<file path="src/bridge_window_defs.svh">
// Offsets, field positions, reset values and constant codes of the bridge memory and I/O window registers.
// Assumes byte addresses on the register port, one aligned 32-bit word per register.
`ifndef BRIDGE_WINDOW_DEFS_SVH
`define BRIDGE_WINDOW_DEFS_SVH

// Register byte offsets.
`define OFS_MEM_WINDOW      8'h20
`define OFS_PREF_WINDOW_LOW 8'h24
`define OFS_PREF_BOTTOM_HI  8'h28
`define OFS_PREF_TOP_HI     8'h2C
`define OFS_IO_WINDOW_HI    8'h30
`define REG_ADDR_W          8

// Field positions inside the 32-bit words.
`define BASE_FIELD_LSB      4
`define BASE_FIELD_MSB      15
`define LIMIT_FIELD_LSB     20
`define LIMIT_FIELD_MSB     31
`define IO_BOTTOM_LSB       0
`define IO_BOTTOM_MSB       15
`define IO_TOP_LSB          16
`define IO_TOP_MSB          31

// Field widths.
`define MEM_FIELD_W         12
`define HIGH_WORD_W         32
`define IO_FIELD_W          16

// Reset values.
`define RST_MEM_FIELD       12'h000
`define RST_HIGH_WORD       32'h00000000
`define RST_IO_FIELD        16'h0000

// Constant codes and implied low address bits.
`define CAP64_CODE          4'h1
`define RSVD_NIBBLE         4'h0
`define LOW20_BOTTOM        20'h00000
`define LOW20_TOP           20'hFFFFF
`define UPPER32_ZERO        32'h00000000
`define READ_IDLE           32'h00000000

`endif

</file>
<file path="src/bridge_window_pkg.sv">
// Types shared by the bridge window register bank and its helpers.
// Assumes the constants come from bridge_window_defs.svh.
package bridge_window_pkg;

	// Address space of a decode query.
	typedef enum logic [0:0] {
		SPACE_MEMORY = 1'h0,
		SPACE_IO     = 1'h1
	} space_t;

	// Full 64-bit transaction address.
	typedef logic [63:0] bus_addr_t;

	// Register port data word.
	typedef logic [31:0] reg_word_t;

endpackage

</file>
<file path="src/bridge_memory_window_regs.sv">
// Memory and I/O window registers of a two-port bus bridge, with the address decode that uses them.
// Assumes a register master on the same clock, reads answered one cycle later, and queries from local logic.
// Assumes the lower I/O bounds and the forwarding datapath itself sit in neighbouring logic.
//
// Summary of operation
// The non-prefetchable bottom field in bits 15:4 gives address bits 31:20, low 20 bits zero, reset zero.
// The non-prefetchable top field in bits 31:20 gives address bits 31:20, low 20 bits all ones.
// The non-prefetchable pair decides whether a memory transaction crosses to the other side.
// The low nibble of both prefetchable halfwords reads 0001 for 64-bit capability and ignores writes.
// The prefetchable bottom field in bits 15:4 gives address bits 31:20, low 20 bits zero, and steers forwarding.
// The prefetchable bottom upper word forms bits 63:32 of the 64-bit window bottom.
// The prefetchable top field in bits 31:20 gives bits 31:20 with low bits ones, its upper word bits 63:32.
// A fully writable 32-bit word holds bits 63:32 of the prefetchable bottom and resets to zero.
// A fully writable 32-bit word holds bits 63:32 of the prefetchable top and resets to zero.
// A 16-bit field in bits 15:0 gives bits 31:16 of the I/O window bottom and resets to zero.
// A 16-bit field in bits 31:16 of the same word gives bits 31:16 of the I/O window top and resets to zero.
// An address is inside a window when it is at or above the bottom and at or below the top.
// Reserved bits 3:0 and 19:16 of the non-prefetchable word read zero and ignore writes.
//
// The implementer's own choice: strobed register access.
`timescale 1ns/10ps
`include "bridge_window_defs.svh"

module bridge_memory_window_regs (
	input  wire logic                        core_clk_in,
	input  wire logic                        rst_in,
	// Register port, on the same clock as the bank.
	input  wire logic [`REG_ADDR_W-1:0]      reg_addr_in,
	input  wire logic [31:0]                 reg_wdata_in,
	input  wire logic                        reg_wr_in,
	input  wire logic                        reg_rd_in,
	output logic      [31:0]                 reg_rdata_out,
	// Decode query port, driven by the local forwarding logic.
	input  wire logic                        qry_valid_in,
	input  wire logic                        qry_space_in,
	input  wire logic                        qry_from_secondary_in,
	input  wire logic [63:0]                 qry_addr_in,
	output logic                             qry_done_out,
	output logic                             hit_nonpref_out,
	output logic                             hit_pref_out,
	output logic                             hit_io_out,
	output logic                             forward_out
);

	// Write strobes of each register word.
	logic                        wr_mem_window;
	logic                        wr_pref_low;
	logic                        wr_pref_bottom_hi;
	logic                        wr_pref_top_hi;
	logic                        wr_io_window;

	// Stored fields.
	logic [`MEM_FIELD_W-1:0]     nonpref_bottom;
	logic [`MEM_FIELD_W-1:0]     nonpref_top;
	logic [`MEM_FIELD_W-1:0]     pref_bottom_low;
	logic [`MEM_FIELD_W-1:0]     pref_top_low;
	logic [`HIGH_WORD_W-1:0]     pref_bottom_high;
	logic [`HIGH_WORD_W-1:0]     pref_top_high;
	logic [`IO_FIELD_W-1:0]      io_bottom_high;
	logic [`IO_FIELD_W-1:0]      io_top_high;

	// Expanded window bounds.
	logic [31:0]                 nonpref_lo_addr;
	logic [31:0]                 nonpref_hi_addr;
	logic [63:0]                 pref_lo_addr;
	logic [63:0]                 pref_hi_addr;

	// Raw compare results.
	logic                        in_nonpref_raw;
	logic                        in_pref_raw;
	logic                        in_io_raw;
	logic                        upper_zero;

	// Qualified decode results.
	logic                        nxt_hit_nonpref;
	logic                        nxt_hit_pref;
	logic                        nxt_hit_io;
	logic                        nxt_forward;

	// Registered outputs.
	logic [31:0]                 nxt_rdata;
	logic [31:0]                 rdata_ff;
	logic                        qry_done_ff;
	logic                        hit_nonpref_ff;
	logic                        hit_pref_ff;
	logic                        hit_io_ff;
	logic                        forward_ff;

	// Register map, one aligned 32-bit word per offset.
	// Offset 0x20 holds the non-prefetchable top in 31:20 and bottom in 15:4, with zero nibbles below each.
	// Offset 0x24 holds the prefetchable top and bottom low parts, each above the fixed 64-bit code.
	// Offsets 0x28 and 0x2C hold bits 63:32 of the prefetchable bottom and top.
	// Offset 0x30 holds bits 31:16 of the I/O top in its upper half and of the I/O bottom in its lower half.
	// There are no byte enables, so every write replaces all writable fields of its word at once.

	// Address decode of the write strobe; a write to any other offset changes nothing.
	assign wr_mem_window     = reg_wr_in && (reg_addr_in == `OFS_MEM_WINDOW);
	assign wr_pref_low       = reg_wr_in && (reg_addr_in == `OFS_PREF_WINDOW_LOW);
	assign wr_pref_bottom_hi = reg_wr_in && (reg_addr_in == `OFS_PREF_BOTTOM_HI);
	assign wr_pref_top_hi    = reg_wr_in && (reg_addr_in == `OFS_PREF_TOP_HI);
	assign wr_io_window      = reg_wr_in && (reg_addr_in == `OFS_IO_WINDOW_HI);

	// Each stored field is a small register of its own, loaded by the strobe decode above.
	// Reserved and constant nibbles have no storage at all, so writes to them are dropped by construction.

	// Non-prefetchable bottom, bits 15:4 of the word.
	window_field #(
		.WIDTH     (`MEM_FIELD_W),
		.RST_VALUE (`RST_MEM_FIELD)
	) u_nonpref_bottom (
		.core_clk_in (core_clk_in),
		.rst_in      (rst_in),
		.load_in     (wr_mem_window),
		.data_in     (reg_wdata_in[`BASE_FIELD_MSB:`BASE_FIELD_LSB]),
		.value_out   (nonpref_bottom)
	);

	// Non-prefetchable top, bits 31:20 of the word.
	window_field #(
		.WIDTH     (`MEM_FIELD_W),
		.RST_VALUE (`RST_MEM_FIELD)
	) u_nonpref_top (
		.core_clk_in (core_clk_in),
		.rst_in      (rst_in),
		.load_in     (wr_mem_window),
		.data_in     (reg_wdata_in[`LIMIT_FIELD_MSB:`LIMIT_FIELD_LSB]),
		.value_out   (nonpref_top)
	);

	// Prefetchable bottom, low half, bits 15:4 of the word.
	window_field #(
		.WIDTH     (`MEM_FIELD_W),
		.RST_VALUE (`RST_MEM_FIELD)
	) u_pref_bottom_low (
		.core_clk_in (core_clk_in),
		.rst_in      (rst_in),
		.load_in     (wr_pref_low),
		.data_in     (reg_wdata_in[`BASE_FIELD_MSB:`BASE_FIELD_LSB]),
		.value_out   (pref_bottom_low)
	);

	// Prefetchable top, low half, bits 31:20 of the word.
	window_field #(
		.WIDTH     (`MEM_FIELD_W),
		.RST_VALUE (`RST_MEM_FIELD)
	) u_pref_top_low (
		.core_clk_in (core_clk_in),
		.rst_in      (rst_in),
		.load_in     (wr_pref_low),
		.data_in     (reg_wdata_in[`LIMIT_FIELD_MSB:`LIMIT_FIELD_LSB]),
		.value_out   (pref_top_low)
	);

	// Prefetchable bottom, upper 32 bits.
	window_field #(
		.WIDTH     (`HIGH_WORD_W),
		.RST_VALUE (`RST_HIGH_WORD)
	) u_pref_bottom_high (
		.core_clk_in (core_clk_in),
		.rst_in      (rst_in),
		.load_in     (wr_pref_bottom_hi),
		.data_in     (reg_wdata_in),
		.value_out   (pref_bottom_high)
	);

	// Prefetchable top, upper 32 bits.
	window_field #(
		.WIDTH     (`HIGH_WORD_W),
		.RST_VALUE (`RST_HIGH_WORD)
	) u_pref_top_high (
		.core_clk_in (core_clk_in),
		.rst_in      (rst_in),
		.load_in     (wr_pref_top_hi),
		.data_in     (reg_wdata_in),
		.value_out   (pref_top_high)
	);

	// I/O bottom, upper 16 bits, in the low half of its word.
	window_field #(
		.WIDTH     (`IO_FIELD_W),
		.RST_VALUE (`RST_IO_FIELD)
	) u_io_bottom_high (
		.core_clk_in (core_clk_in),
		.rst_in      (rst_in),
		.load_in     (wr_io_window),
		.data_in     (reg_wdata_in[`IO_BOTTOM_MSB:`IO_BOTTOM_LSB]),
		.value_out   (io_bottom_high)
	);

	// I/O top, upper 16 bits, in the high half of the same word.
	window_field #(
		.WIDTH     (`IO_FIELD_W),
		.RST_VALUE (`RST_IO_FIELD)
	) u_io_top_high (
		.core_clk_in (core_clk_in),
		.rst_in      (rst_in),
		.load_in     (wr_io_window),
		.data_in     (reg_wdata_in[`IO_TOP_MSB:`IO_TOP_LSB]),
		.value_out   (io_top_high)
	);

	// Widen the stored fields with their implied low bits: zeros below a bottom, ones below a top.
	// A bottom above its top leaves the window empty, which is how software switches a window off.
	assign nonpref_lo_addr = {nonpref_bottom, `LOW20_BOTTOM};
	assign nonpref_hi_addr = {nonpref_top, `LOW20_TOP};
	assign pref_lo_addr    = {pref_bottom_high, pref_bottom_low, `LOW20_BOTTOM};
	assign pref_hi_addr    = {pref_top_high, pref_top_low, `LOW20_TOP};

	// Queries come from logic on this clock, so no synchroniser sits in front of the compares.
	// The non-prefetchable window lives below 4 GB, so any upper address bit set means a miss.
	assign upper_zero = (qry_addr_in[63:32] == `UPPER32_ZERO);

	// The three range checks run every cycle; only the registered results below leave the block.

	// Non-prefetchable range check on the low 32 address bits.
	window_compare #(
		.WIDTH (32)
	) u_cmp_nonpref (
		.addr_in    (qry_addr_in[31:0]),
		.bottom_in  (nonpref_lo_addr),
		.top_in     (nonpref_hi_addr),
		.inside_out (in_nonpref_raw)
	);

	// Prefetchable range check on the full 64-bit address.
	window_compare #(
		.WIDTH (64)
	) u_cmp_pref (
		.addr_in    (qry_addr_in),
		.bottom_in  (pref_lo_addr),
		.top_in     (pref_hi_addr),
		.inside_out (in_pref_raw)
	);

	// I/O range check on address bits 31:16 only; the lower I/O bounds are kept elsewhere.
	window_compare #(
		.WIDTH (`IO_FIELD_W)
	) u_cmp_io (
		.addr_in    (qry_addr_in[31:16]),
		.bottom_in  (io_bottom_high),
		.top_in     (io_top_high),
		.inside_out (in_io_raw)
	);

	// Qualify the raw compares by address space and decide whether the transaction crosses.
	always_comb begin
		nxt_hit_nonpref = 1'h0;
		nxt_hit_pref    = 1'h0;
		nxt_hit_io      = 1'h0;
		nxt_forward     = 1'h0;
		case (bridge_window_pkg::space_t'(qry_space_in))
			bridge_window_pkg::SPACE_MEMORY: begin
				// The 32-bit window also needs a zero upper half; the 64-bit window compares every bit.
				nxt_hit_nonpref = in_nonpref_raw && upper_zero;
				nxt_hit_pref    = in_pref_raw;
			end
			bridge_window_pkg::SPACE_IO: begin
				// The I/O window is 32 bits wide, so an address above 4 GB never hits it.
				nxt_hit_io = in_io_raw && upper_zero;
			end
			default: begin
				// A one-bit space code cannot reach here; the branch keeps every path assigned.
				nxt_hit_io = 1'h0;
			end
		endcase
		// Downstream traffic crosses when it hits a window, upstream traffic when it misses all of them.
		// The direction only flips the sense of the decision, never the window hits themselves.
		if (qry_from_secondary_in) begin
			nxt_forward = !(nxt_hit_nonpref || nxt_hit_pref || nxt_hit_io);
		end else begin
			nxt_forward = nxt_hit_nonpref || nxt_hit_pref || nxt_hit_io;
		end
	end

	// Decode results are registered so the forwarding logic sees a clean one-cycle answer.
	always_ff @(posedge core_clk_in) begin
		if (rst_in) begin
			qry_done_ff    <= 1'h0;
			hit_nonpref_ff <= 1'h0;
			hit_pref_ff    <= 1'h0;
			hit_io_ff      <= 1'h0;
			forward_ff     <= 1'h0;
		end else begin
			qry_done_ff <= qry_valid_in;
			// Hits load only on a query, so they hold for the forwarding logic between queries.
			if (qry_valid_in) begin
				hit_nonpref_ff <= nxt_hit_nonpref;
				hit_pref_ff    <= nxt_hit_pref;
				hit_io_ff      <= nxt_hit_io;
				forward_ff     <= nxt_forward;
			end
		end
	end

	// Read data mux; reserved nibbles read zero and the 64-bit code is a constant, so writes cannot touch them.
	always_comb begin
		nxt_rdata = `READ_IDLE;
		case (reg_addr_in)
			// Non-prefetchable pair with its zero nibbles.
			`OFS_MEM_WINDOW: begin
				nxt_rdata = {nonpref_top, `RSVD_NIBBLE, nonpref_bottom, `RSVD_NIBBLE};
			end
			// Prefetchable low parts with the 64-bit code below each.
			`OFS_PREF_WINDOW_LOW: begin
				nxt_rdata = {pref_top_low, `CAP64_CODE, pref_bottom_low, `CAP64_CODE};
			end
			// Upper half of the prefetchable bottom.
			`OFS_PREF_BOTTOM_HI: begin
				nxt_rdata = pref_bottom_high;
			end
			// Upper half of the prefetchable top.
			`OFS_PREF_TOP_HI: begin
				nxt_rdata = pref_top_high;
			end
			// Upper I/O bounds, top above bottom.
			`OFS_IO_WINDOW_HI: begin
				nxt_rdata = {io_top_high, io_bottom_high};
			end
			// Unmapped offsets read zero.
			default: begin
				nxt_rdata = `READ_IDLE;
			end
		endcase
	end

	// Read data stand only in the cycle after the strobe and fall back to zero, which keeps stale words off the bus.
	// A read strobed together with a write of the same word would see the old value.
	always_ff @(posedge core_clk_in) begin
		if (rst_in) begin
			rdata_ff <= `READ_IDLE;
		end else if (reg_rd_in) begin
			rdata_ff <= nxt_rdata;
		end else begin
			rdata_ff <= `READ_IDLE;
		end
	end

	// Every output comes straight from a flip-flop, so downstream logic never sees decode glitches.
	assign reg_rdata_out   = rdata_ff;
	assign qry_done_out    = qry_done_ff;
	assign hit_nonpref_out = hit_nonpref_ff;
	assign hit_pref_out    = hit_pref_ff;
	assign hit_io_out      = hit_io_ff;
	assign forward_out     = forward_ff;

endmodule // bridge_memory_window_regs

</file>
<file path="src/window_field.sv">
// One writable field of the window register bank, loaded whole on a write strobe.
// Assumes a synchronous active-high reset on the same clock as the strobe.
`timescale 1ns/10ps

module window_field #(
	parameter int          WIDTH     = 12,
	parameter logic [WIDTH-1:0] RST_VALUE = '0
) (
	input  wire logic             core_clk_in,
	input  wire logic             rst_in,
	input  wire logic             load_in,
	input  wire logic [WIDTH-1:0] data_in,
	output logic      [WIDTH-1:0] value_out
);

	logic [WIDTH-1:0] value_ff;

	// The field keeps its value until software writes the word that holds it.
	always_ff @(posedge core_clk_in) begin
		if (rst_in) begin
			value_ff <= RST_VALUE;
		end else if (load_in) begin
			value_ff <= data_in;
		end
	end

	assign value_out = value_ff;

endmodule // window_field

</file>
<file path="src/window_compare.sv">
// Inclusive range check of an address against an expanded window bottom and top.
// Assumes bottom and top are already widened with their implied low bits.
`timescale 1ns/10ps

module window_compare #(
	parameter int WIDTH = 32
) (
	input  wire logic [WIDTH-1:0] addr_in,
	input  wire logic [WIDTH-1:0] bottom_in,
	input  wire logic [WIDTH-1:0] top_in,
	output logic                  inside_out
);

	// A window whose bottom lies above its top matches nothing, which is how software disables it.
	assign inside_out = (addr_in >= bottom_in) && (addr_in <= top_in);

endmodule // window_compare

</file>
<file path="config.mk">
export PLATFORM = sky130hd
export DESIGN_NAME = bridge_memory_window_regs
export DESIGN_NICKNAME = d
export VERILOG_FILES = /design/src/bridge_window_pkg.sv /design/src/bridge_memory_window_regs.sv /design/src/window_field.sv /design/src/window_compare.sv
export VERILOG_INCLUDE_DIRS = /design/src /design/src/src
export SDC_FILE = /design/constraint.sdc
export NUM_CORES = 1
export LEC_CHECK = 0
export BUFFER_PORTS_ARGS = -buffer_cell sky130_fd_sc_hd__buf_2
export CAP_MARGIN = 25
export CORE_MARGIN = 8
export CORE_UTILIZATION = 45
export DETAILED_ROUTE_END_ITERATION = 7
export PLACE_DENSITY = 0.67
export SLEW_MARGIN = 15
export SYNTH_ARGS = -nofsm -noshare
export SYNTH_HDL_FRONTEND = slang
export SYNTH_HIERARCHICAL = 1
export SYNTH_SLANG_ARGS = --single-unit
</file>
<file path="constraint.sdc">
create_clock -name core_clk_in -period 2.95 [get_ports core_clk_in]
set_input_delay 0.295 -clock core_clk_in [delete_from_list [all_inputs] [get_ports core_clk_in]]
set_output_delay 0.295 -clock core_clk_in [all_outputs]
set_load 0.02 [all_outputs]
</file>
* Word level (Yosys, flattened, before mapping)
Index checks and enable logic that the tools add are counted.
** Operators by class
- $lt $le $gt $ge :: 6
- Equal/unequal tests :: 5
- Mux-type cells :: 5
- Bitwise gates (word level) :: 1
- Reduce and logical (&&, ||, !) cells :: 15
** Operators with widths (count)
- $pmux W32 S5 :: 1
- $ge A64 B64 Y1 :: 1
- $le A64 B64 Y1 :: 1
- $eq A8 B6 Y1 const B :: 5
- $ge A32 B32 Y1 :: 1
- $le A32 B32 Y1 :: 1
- $logic_not A32 Y1 :: 1
- $ge A16 B16 Y1 :: 1
- $le A16 B16 Y1 :: 1
- $logic_and A1 B1 Y1 :: 10
- $mux W1 :: 4
- $logic_or A1 B1 Y1 :: 2
- $reduce_or A2 Y1 :: 1
- $logic_not A1 Y1 :: 1
- $not A1 Y1 :: 1
** Storage, ports and cells
- Register bits after elaboration :: 181
- Input port bits :: 111
- Output and inout bits :: 37
- Logic and storage cells :: 46

* Logic depth before layout (Yosys ltp)
- Depth after elaboration :: 8
- Depth in mapped cells :: 13
- Gate-level depth less buffers :: 13

* Hierarchy
Netlist, hierarchy kept.
** By module, submodules not included
- window_compare (u_cmp_pref) :: instances 1, cells an instance 451, area each 3168.0 µm², seq. area each 0.0 µm²
- window_field (u_pref_bottom_high ...) :: instances 2, cells an instance 103, area each 1163.6 µm², seq. area each 640.6 µm²
- bridge_memory_window_regs :: instances 1, cells an instance 200, area each 1894.3 µm², seq. area each 740.7 µm²
- window_field (u_nonpref_bottom ...) :: instances 4, cells an instance 38, area each 420.4 µm², seq. area each 240.2 µm²
- window_compare (u_cmp_nonpref) :: instances 1, cells an instance 226, area each 1604.0 µm², seq. area each 0.0 µm²
- window_field (u_io_bottom_high ...) :: instances 2, cells an instance 52, area each 580.6 µm², seq. area each 320.3 µm²
- window_compare (u_cmp_io) :: instances 1, cells an instance 110, area each 807.0 µm², seq. area each 0.0 µm²

* Worst setup path after synthesis
Ideal clock, no wire load.
- Kind :: register -> register
- From :: register u_pref_top_high.value_ff[3], in the netlist u_pref_top_high/value_out[3]
- To :: register forward_ff, in the netlist forward_out
- Setup time :: 88 ps
- Data arrival time :: 2650 ps
- Data required time :: 2862 ps
- Setup slack :: 212 ps
- Cell stages (with the launch flop) :: 12
- Path buffers :: 0
- Clock period less this slack :: 2738 ps
- Path through :: dfxtp_1 -> inv_1 -> ha_1 -> nand4_2 -> or3_1 -> or4_4 -> or3_1 -> a32oi_1 -> nor2_1 -> o31ai_1 -> nand3_1 -> a311oi_2
** Between the ends
- Cells in the longest elaborated chain, start to end :: 7
** Ends and longest elaborated chain
- start, declared :: line window_field.sv:16 : logic [WIDTH-1:0] value_ff;
- start signal, assigned :: line window_field.sv:23 : value_ff <= data_in;
- $le A64 B64 Y1 * :: line window_compare.sv:15 : assign inside_out = (addr_in >= bottom_in) && (addr_in <= top_in);
- $logic_and A1 B1 Y1 * :: line window_compare.sv:15
- net in_pref_raw :: line bridge_memory_window_regs.sv:70 : logic in_pref_raw;
- $mux W1 * :: line bridge_memory_window_regs.sv:251 : case (bridge_window_pkg::space_t'(qry_space_in))
- $logic_or A1 B1 Y1 * (2 in series) :: line bridge_memory_window_regs.sv:269, bridge_memory_window_regs.sv:271
- $logic_not A1 Y1 :: line bridge_memory_window_regs.sv:269 : nxt_forward = !(nxt_hit_nonpref || nxt_hit_pref || nxt_hit_io);
- $mux W1 * :: line bridge_memory_window_regs.sv:268 : if (qry_from_secondary_in) begin
- end signal, assigned :: line bridge_memory_window_regs.sv:290 : forward_ff <= nxt_forward;
- end, declared :: line bridge_memory_window_regs.sv:87 : logic forward_ff;
Mark *: on every way through the listed nets, which the timed path passes. The rest lies on a longest branch.
A chain may end at the register's enable or synchronous reset.

* Worst setup path after layout
- From :: register u_pref_top_low.value_ff[9], in the netlist u_pref_top_low/value_out[9]
- To :: register forward_ff, in the netlist forward_out
** Between the ends
- Cells in the longest elaborated chain, start to end :: 7
** Ends and longest elaborated chain (line)
- start, declared :: window_field.sv:16
- start signal, assigned :: window_field.sv:23
- $le A64 B64 Y1 * :: window_compare.sv:15
- $logic_and A1 B1 Y1 * :: window_compare.sv:15
- net in_pref_raw :: bridge_memory_window_regs.sv:70
- $mux W1 * :: bridge_memory_window_regs.sv:251
- $logic_or A1 B1 Y1 * (2 in series) :: bridge_memory_window_regs.sv:269, bridge_memory_window_regs.sv:271
- $logic_not A1 Y1 :: bridge_memory_window_regs.sv:269
- $mux W1 * :: bridge_memory_window_regs.sv:268
Marked as above.

==> summary.md <==
| Metric | Value |
|---|---|
| YS warnings | 6 |
| Area of the multi-input gates | 8120 um2 |
| #FFs+latches synth | 181 |
| Post-synthesis simple-gate area fraction | between 10% and 20% |
| H-tree Lvls | 4 |
| Wirelength per Cell | 18.0 um |
| Reg-to-reg endpoint | forward_out |
| Max Cap Viol | 0 |
| Routed wire length | 38,700 um |
| Post-synth cell types | 64 |
| Final hold violations | 0 |
| Post-synthesis cell area | 12,600 um2 |
| Max Root-Sink Buffers | 2 |
| PwrDens | between 300 and 400 nW/um2 |
| Detailed placement HPWL | 29,700 um |
| Status | finished with violations |
| Nets | approximately 2,100 |
| Register area share after synthesis | 28.7% |
| Register area | approximately 3600 um2 |
| All-Layer GR Usage | approximately 22% |
| Setup crit end | forward_out |
| Share of cells above drive strength 1 | 19.2% |
| Adder-Cell Fraction of Synth Area | 22.2% |
| Clock Root Buffer | clkbuf_16 |
| Vias per cell | between 5 and 6 |
| Slew Viols, Final | 0 |
| Multiplexer area fraction after synthesis | 11.4% |
| Predominant post-synthesis flop cell | dfxtp_1 |
| Post-synth EDFFs | 0 |
| Post-synthesis compound-gate area fraction | 13.5% |
| DIE AREA | 33,700 um2 |
| Highest clock rate | 324 MHz |
| Worst slew pin tran | 0.706 ns |
| Worst Path Required | 3.30 ns |
| P_leak | ~6.4 nW |
| Largest family of logic cells by synthesized area | adder cells |
| Worst slack, placed | -0.162 ns |
| CP Capture Type | register |
| CP arrival | 3.44 ns |
| Flop-to-flop setup slack | -0.14 ns |
| Worst-skew pair later-pin latency | 0.44 ns |
| CP peak stage delay | between 0.5 and 0.6 ns |
| Max Clock Skew | 0.0109 ns |
| Pwr Total | roughly 5.5 mW |
| DR iter-0 viols | 1,031 |
| Vias | 11,488 |
| Clock buffer count from CTS | 17 |
| Slew HR | between 50% and 60% |
| Cells along the critical path | inv_2 > ha_4 > nand4_1 > or3_4 > or4_4 > or3_4 > a32oi_2 > nor2_1 > o31ai_2 > nand3_1 > a311oi_2 |
| Endpoints failing setup | 1 |
| Die Ht | 184 um |
| RePlAce Congestion | 0.931 |
| WS Path Type | reg -> reg |
| Hold path cells | 3 |
| Clock sinks | between 150 and 200 |
| Port buffer count | 147 |
| VDD IR max | 383 uV |
| Worst r2r src | u_pref_top_low/value_out[9] |
| Crit-path slowest cell | or4_4 |
| CP Max Fanout | 2 |
| Most used cell, CP | or3_4 |
| Clk slew on worst S/H paths | 0.07 ns |
| Io pins | approximately 150 |
| Initial Util | a little under half |
| Worst setup margin | -0.141 ns |
| Largest net degree at the start of global routing | 150 |
| Core ar. | 27,700 um2 |
| Crit path from | u_pref_top_low/value_out[9] |
| Layout fillers | around 2,500 |
| XOR/XNOR share of the synthesized area | 0% |
| Startpoint Class | register |
| Hold WS | 0.135 ns |
| Syn-to-layout area delta | 21.2% |
| Die Wd | 184 um |
| RSZ-0062 raised after global routing | yes |
| CTS tree | done |
| Initial antenna violation count | 3 |
| Row Count | 61 |
| Global-route wire length before repair | 59,800 um |
| Number of global-route vias before repair | around 11,000 |
| Setup TNS | -0.141 ns |
| Overflow after GRT | 0 |
| Asr flop ratio synth | 0% |
| Part of the cycle the worst path needs | 105% |
| Antenna Violating Nets Remaining | 0 |
| R2R cell count | 11 |
| TritonRoute pass-1 iters | 7 |
| Mean Syn Cell Area | 8.73 um2 |
| Tmin final | 3.09 ns |
| Worst Hold Class | in -> reg |
| DRC Markers | 0 |
| Failing checks | setup timing |
| Post-synthesis cell count | 1,449 |
worst max-delay path: cells and delay by family (launching register included):
| kind | cells | cell delay, ns |
|---|---|---|
| compound gates | 3 | 0.50 |
| fa+ha+maj | 1 | 0.25 |
| buf+inv | 1 | 0.04 |
| flops | 1 | 0.34 |
| simple gates | 6 | 1.86 |
registers in the layout, indices dropped and copies added (netlist names):
| name | flops |
|---|---|
| reg_rdata_out | 32 |
| u_pref_bottom_high/value_out | 32 |
| u_pref_top_high/value_out | 32 |
| u_io_bottom_high/value_out | 16 |
| u_io_top_high/value_out | 16 |
| u_nonpref_bottom/value_out | 12 |
| u_nonpref_top/value_out | 12 |
| u_pref_bottom_low/value_out | 12 |
| u_pref_top_low/value_out | 12 |
| forward_out | 1 |
| hit_io_out | 1 |
| hit_nonpref_out | 1 |
| hit_pref_out | 1 |
| qry_done_out | 1 |
cell usage in the layout (no fill, tap or decap), drive strengths merged, types with 3 or more instances in the layout:
cell type  instances
buf              263
inv              236
ha               224
dfxtp            181
nor2             173
mux2i            144
a21oi            111
conb              80
nand2             63
o21ai             37
nand4             36
a222oi            30
a22oi             24
nand3             19
nor4              19
clkbuf            18
a221oi            12
a21o              12
nor3               9
nor2b              7
a211oi             7
and2               7
nand2b             6
clkinvlp           4
and4               4
and3               3
o211ai             3
a2111oi            3
o21a               3
or4                3
a311oi             3
worst min path at each step:
stage,from,end
6_report,reg_wdata_in[3],u_pref_bottom_high/value_out[3]
3_5_place_dp,hit_nonpref_out,hit_nonpref_out
5_1_grt,reg_wdata_in[3],u_pref_bottom_high/value_out[3]
4_1_cts,reg_wdata_in[3],u_pref_bottom_high/value_out[3]
3_3_place_gp,hit_nonpref_out,hit_nonpref_out
2_1_floorplan,rst_in,forward_out
cells by family (layout without fill, tap and decap cells):
group / count (synthesis) / count (layout)
AND/OR/NAND/NOR: 358 / 358
buffers and inverters: 280 / 522
AO/OA/AOI/OAI: 260 / 260
adder cells (fa/ha/maj): 224 / 224
flip-flops: 181 / 181
multiplexers: 144 / 144
other: 2 / 81
timing repair:
action | in CTS | in global routing
hold buffers | 0 | 0
gates resized for setup | 24 | 4
pin swaps | 17 | 13
setup buffers | 2 | 3
setup endpoints to repair | 1 | 3
synth_stat cells (17+ instances only):
master | count | area (um2)
a21oi_1 | 111 | 556
a222oi_1 | 30 | 300
a22oi_1 | 24 | 180
dfxtp_1 | 181 | 3620
ha_1 | 224 | 2800
inv_1 | 228 | 856
mux2i_1 | 144 | 1440
nand2_1 | 63 | 236
nand3_1 | 19 | 95.1
nand4_1 | 33 | 206
nor2_1 | 173 | 649
nor4_1 | 17 | 106
o21ai_0 | 36 | 180
power by group:
group	internal, mW	switching (mW)
combinational	0.374	0.501
sequential	2.45	0.00308
clock	1.13	1.08
total	3.95	1.58
per-layer routing:
metal / wire, um / GRT usage (%)
met5: 13 / 0
met4: 884 / 7.25
met3: 2540 / 3.85
met2: 17900 / 37.1
met1: 17300 / 29.0
layout make-up:
| type | count | share of cell area (%) |
|---|---|---|
| multi-input cells | 1066 | 53.0 |
| flip-flops and latches | 181 | 23.7 |
| inverters | 228 | 5.59 |
| repair buffers | 263 | 11.0 |
| diodes | 1 | 0.0163 |
| clock buffers | 18 | 2.87 |
| well taps | 378 | 3.09 |
| clock inverters | 13 | 0.759 |
metrics by stage:
stage          util (%)  cell area, um2  cells
6_report           55.3           15300   2148
5_1_grt            55.3           15300   2148
4_1_cts            55.2           15300   2146
3_5_place_dp       52.7           14600   2113
3_3_place_gp       52.7           14600   2113
2_1_floorplan         -           12900   1527
No activity file was read; power rests on OpenSTA's default activity.
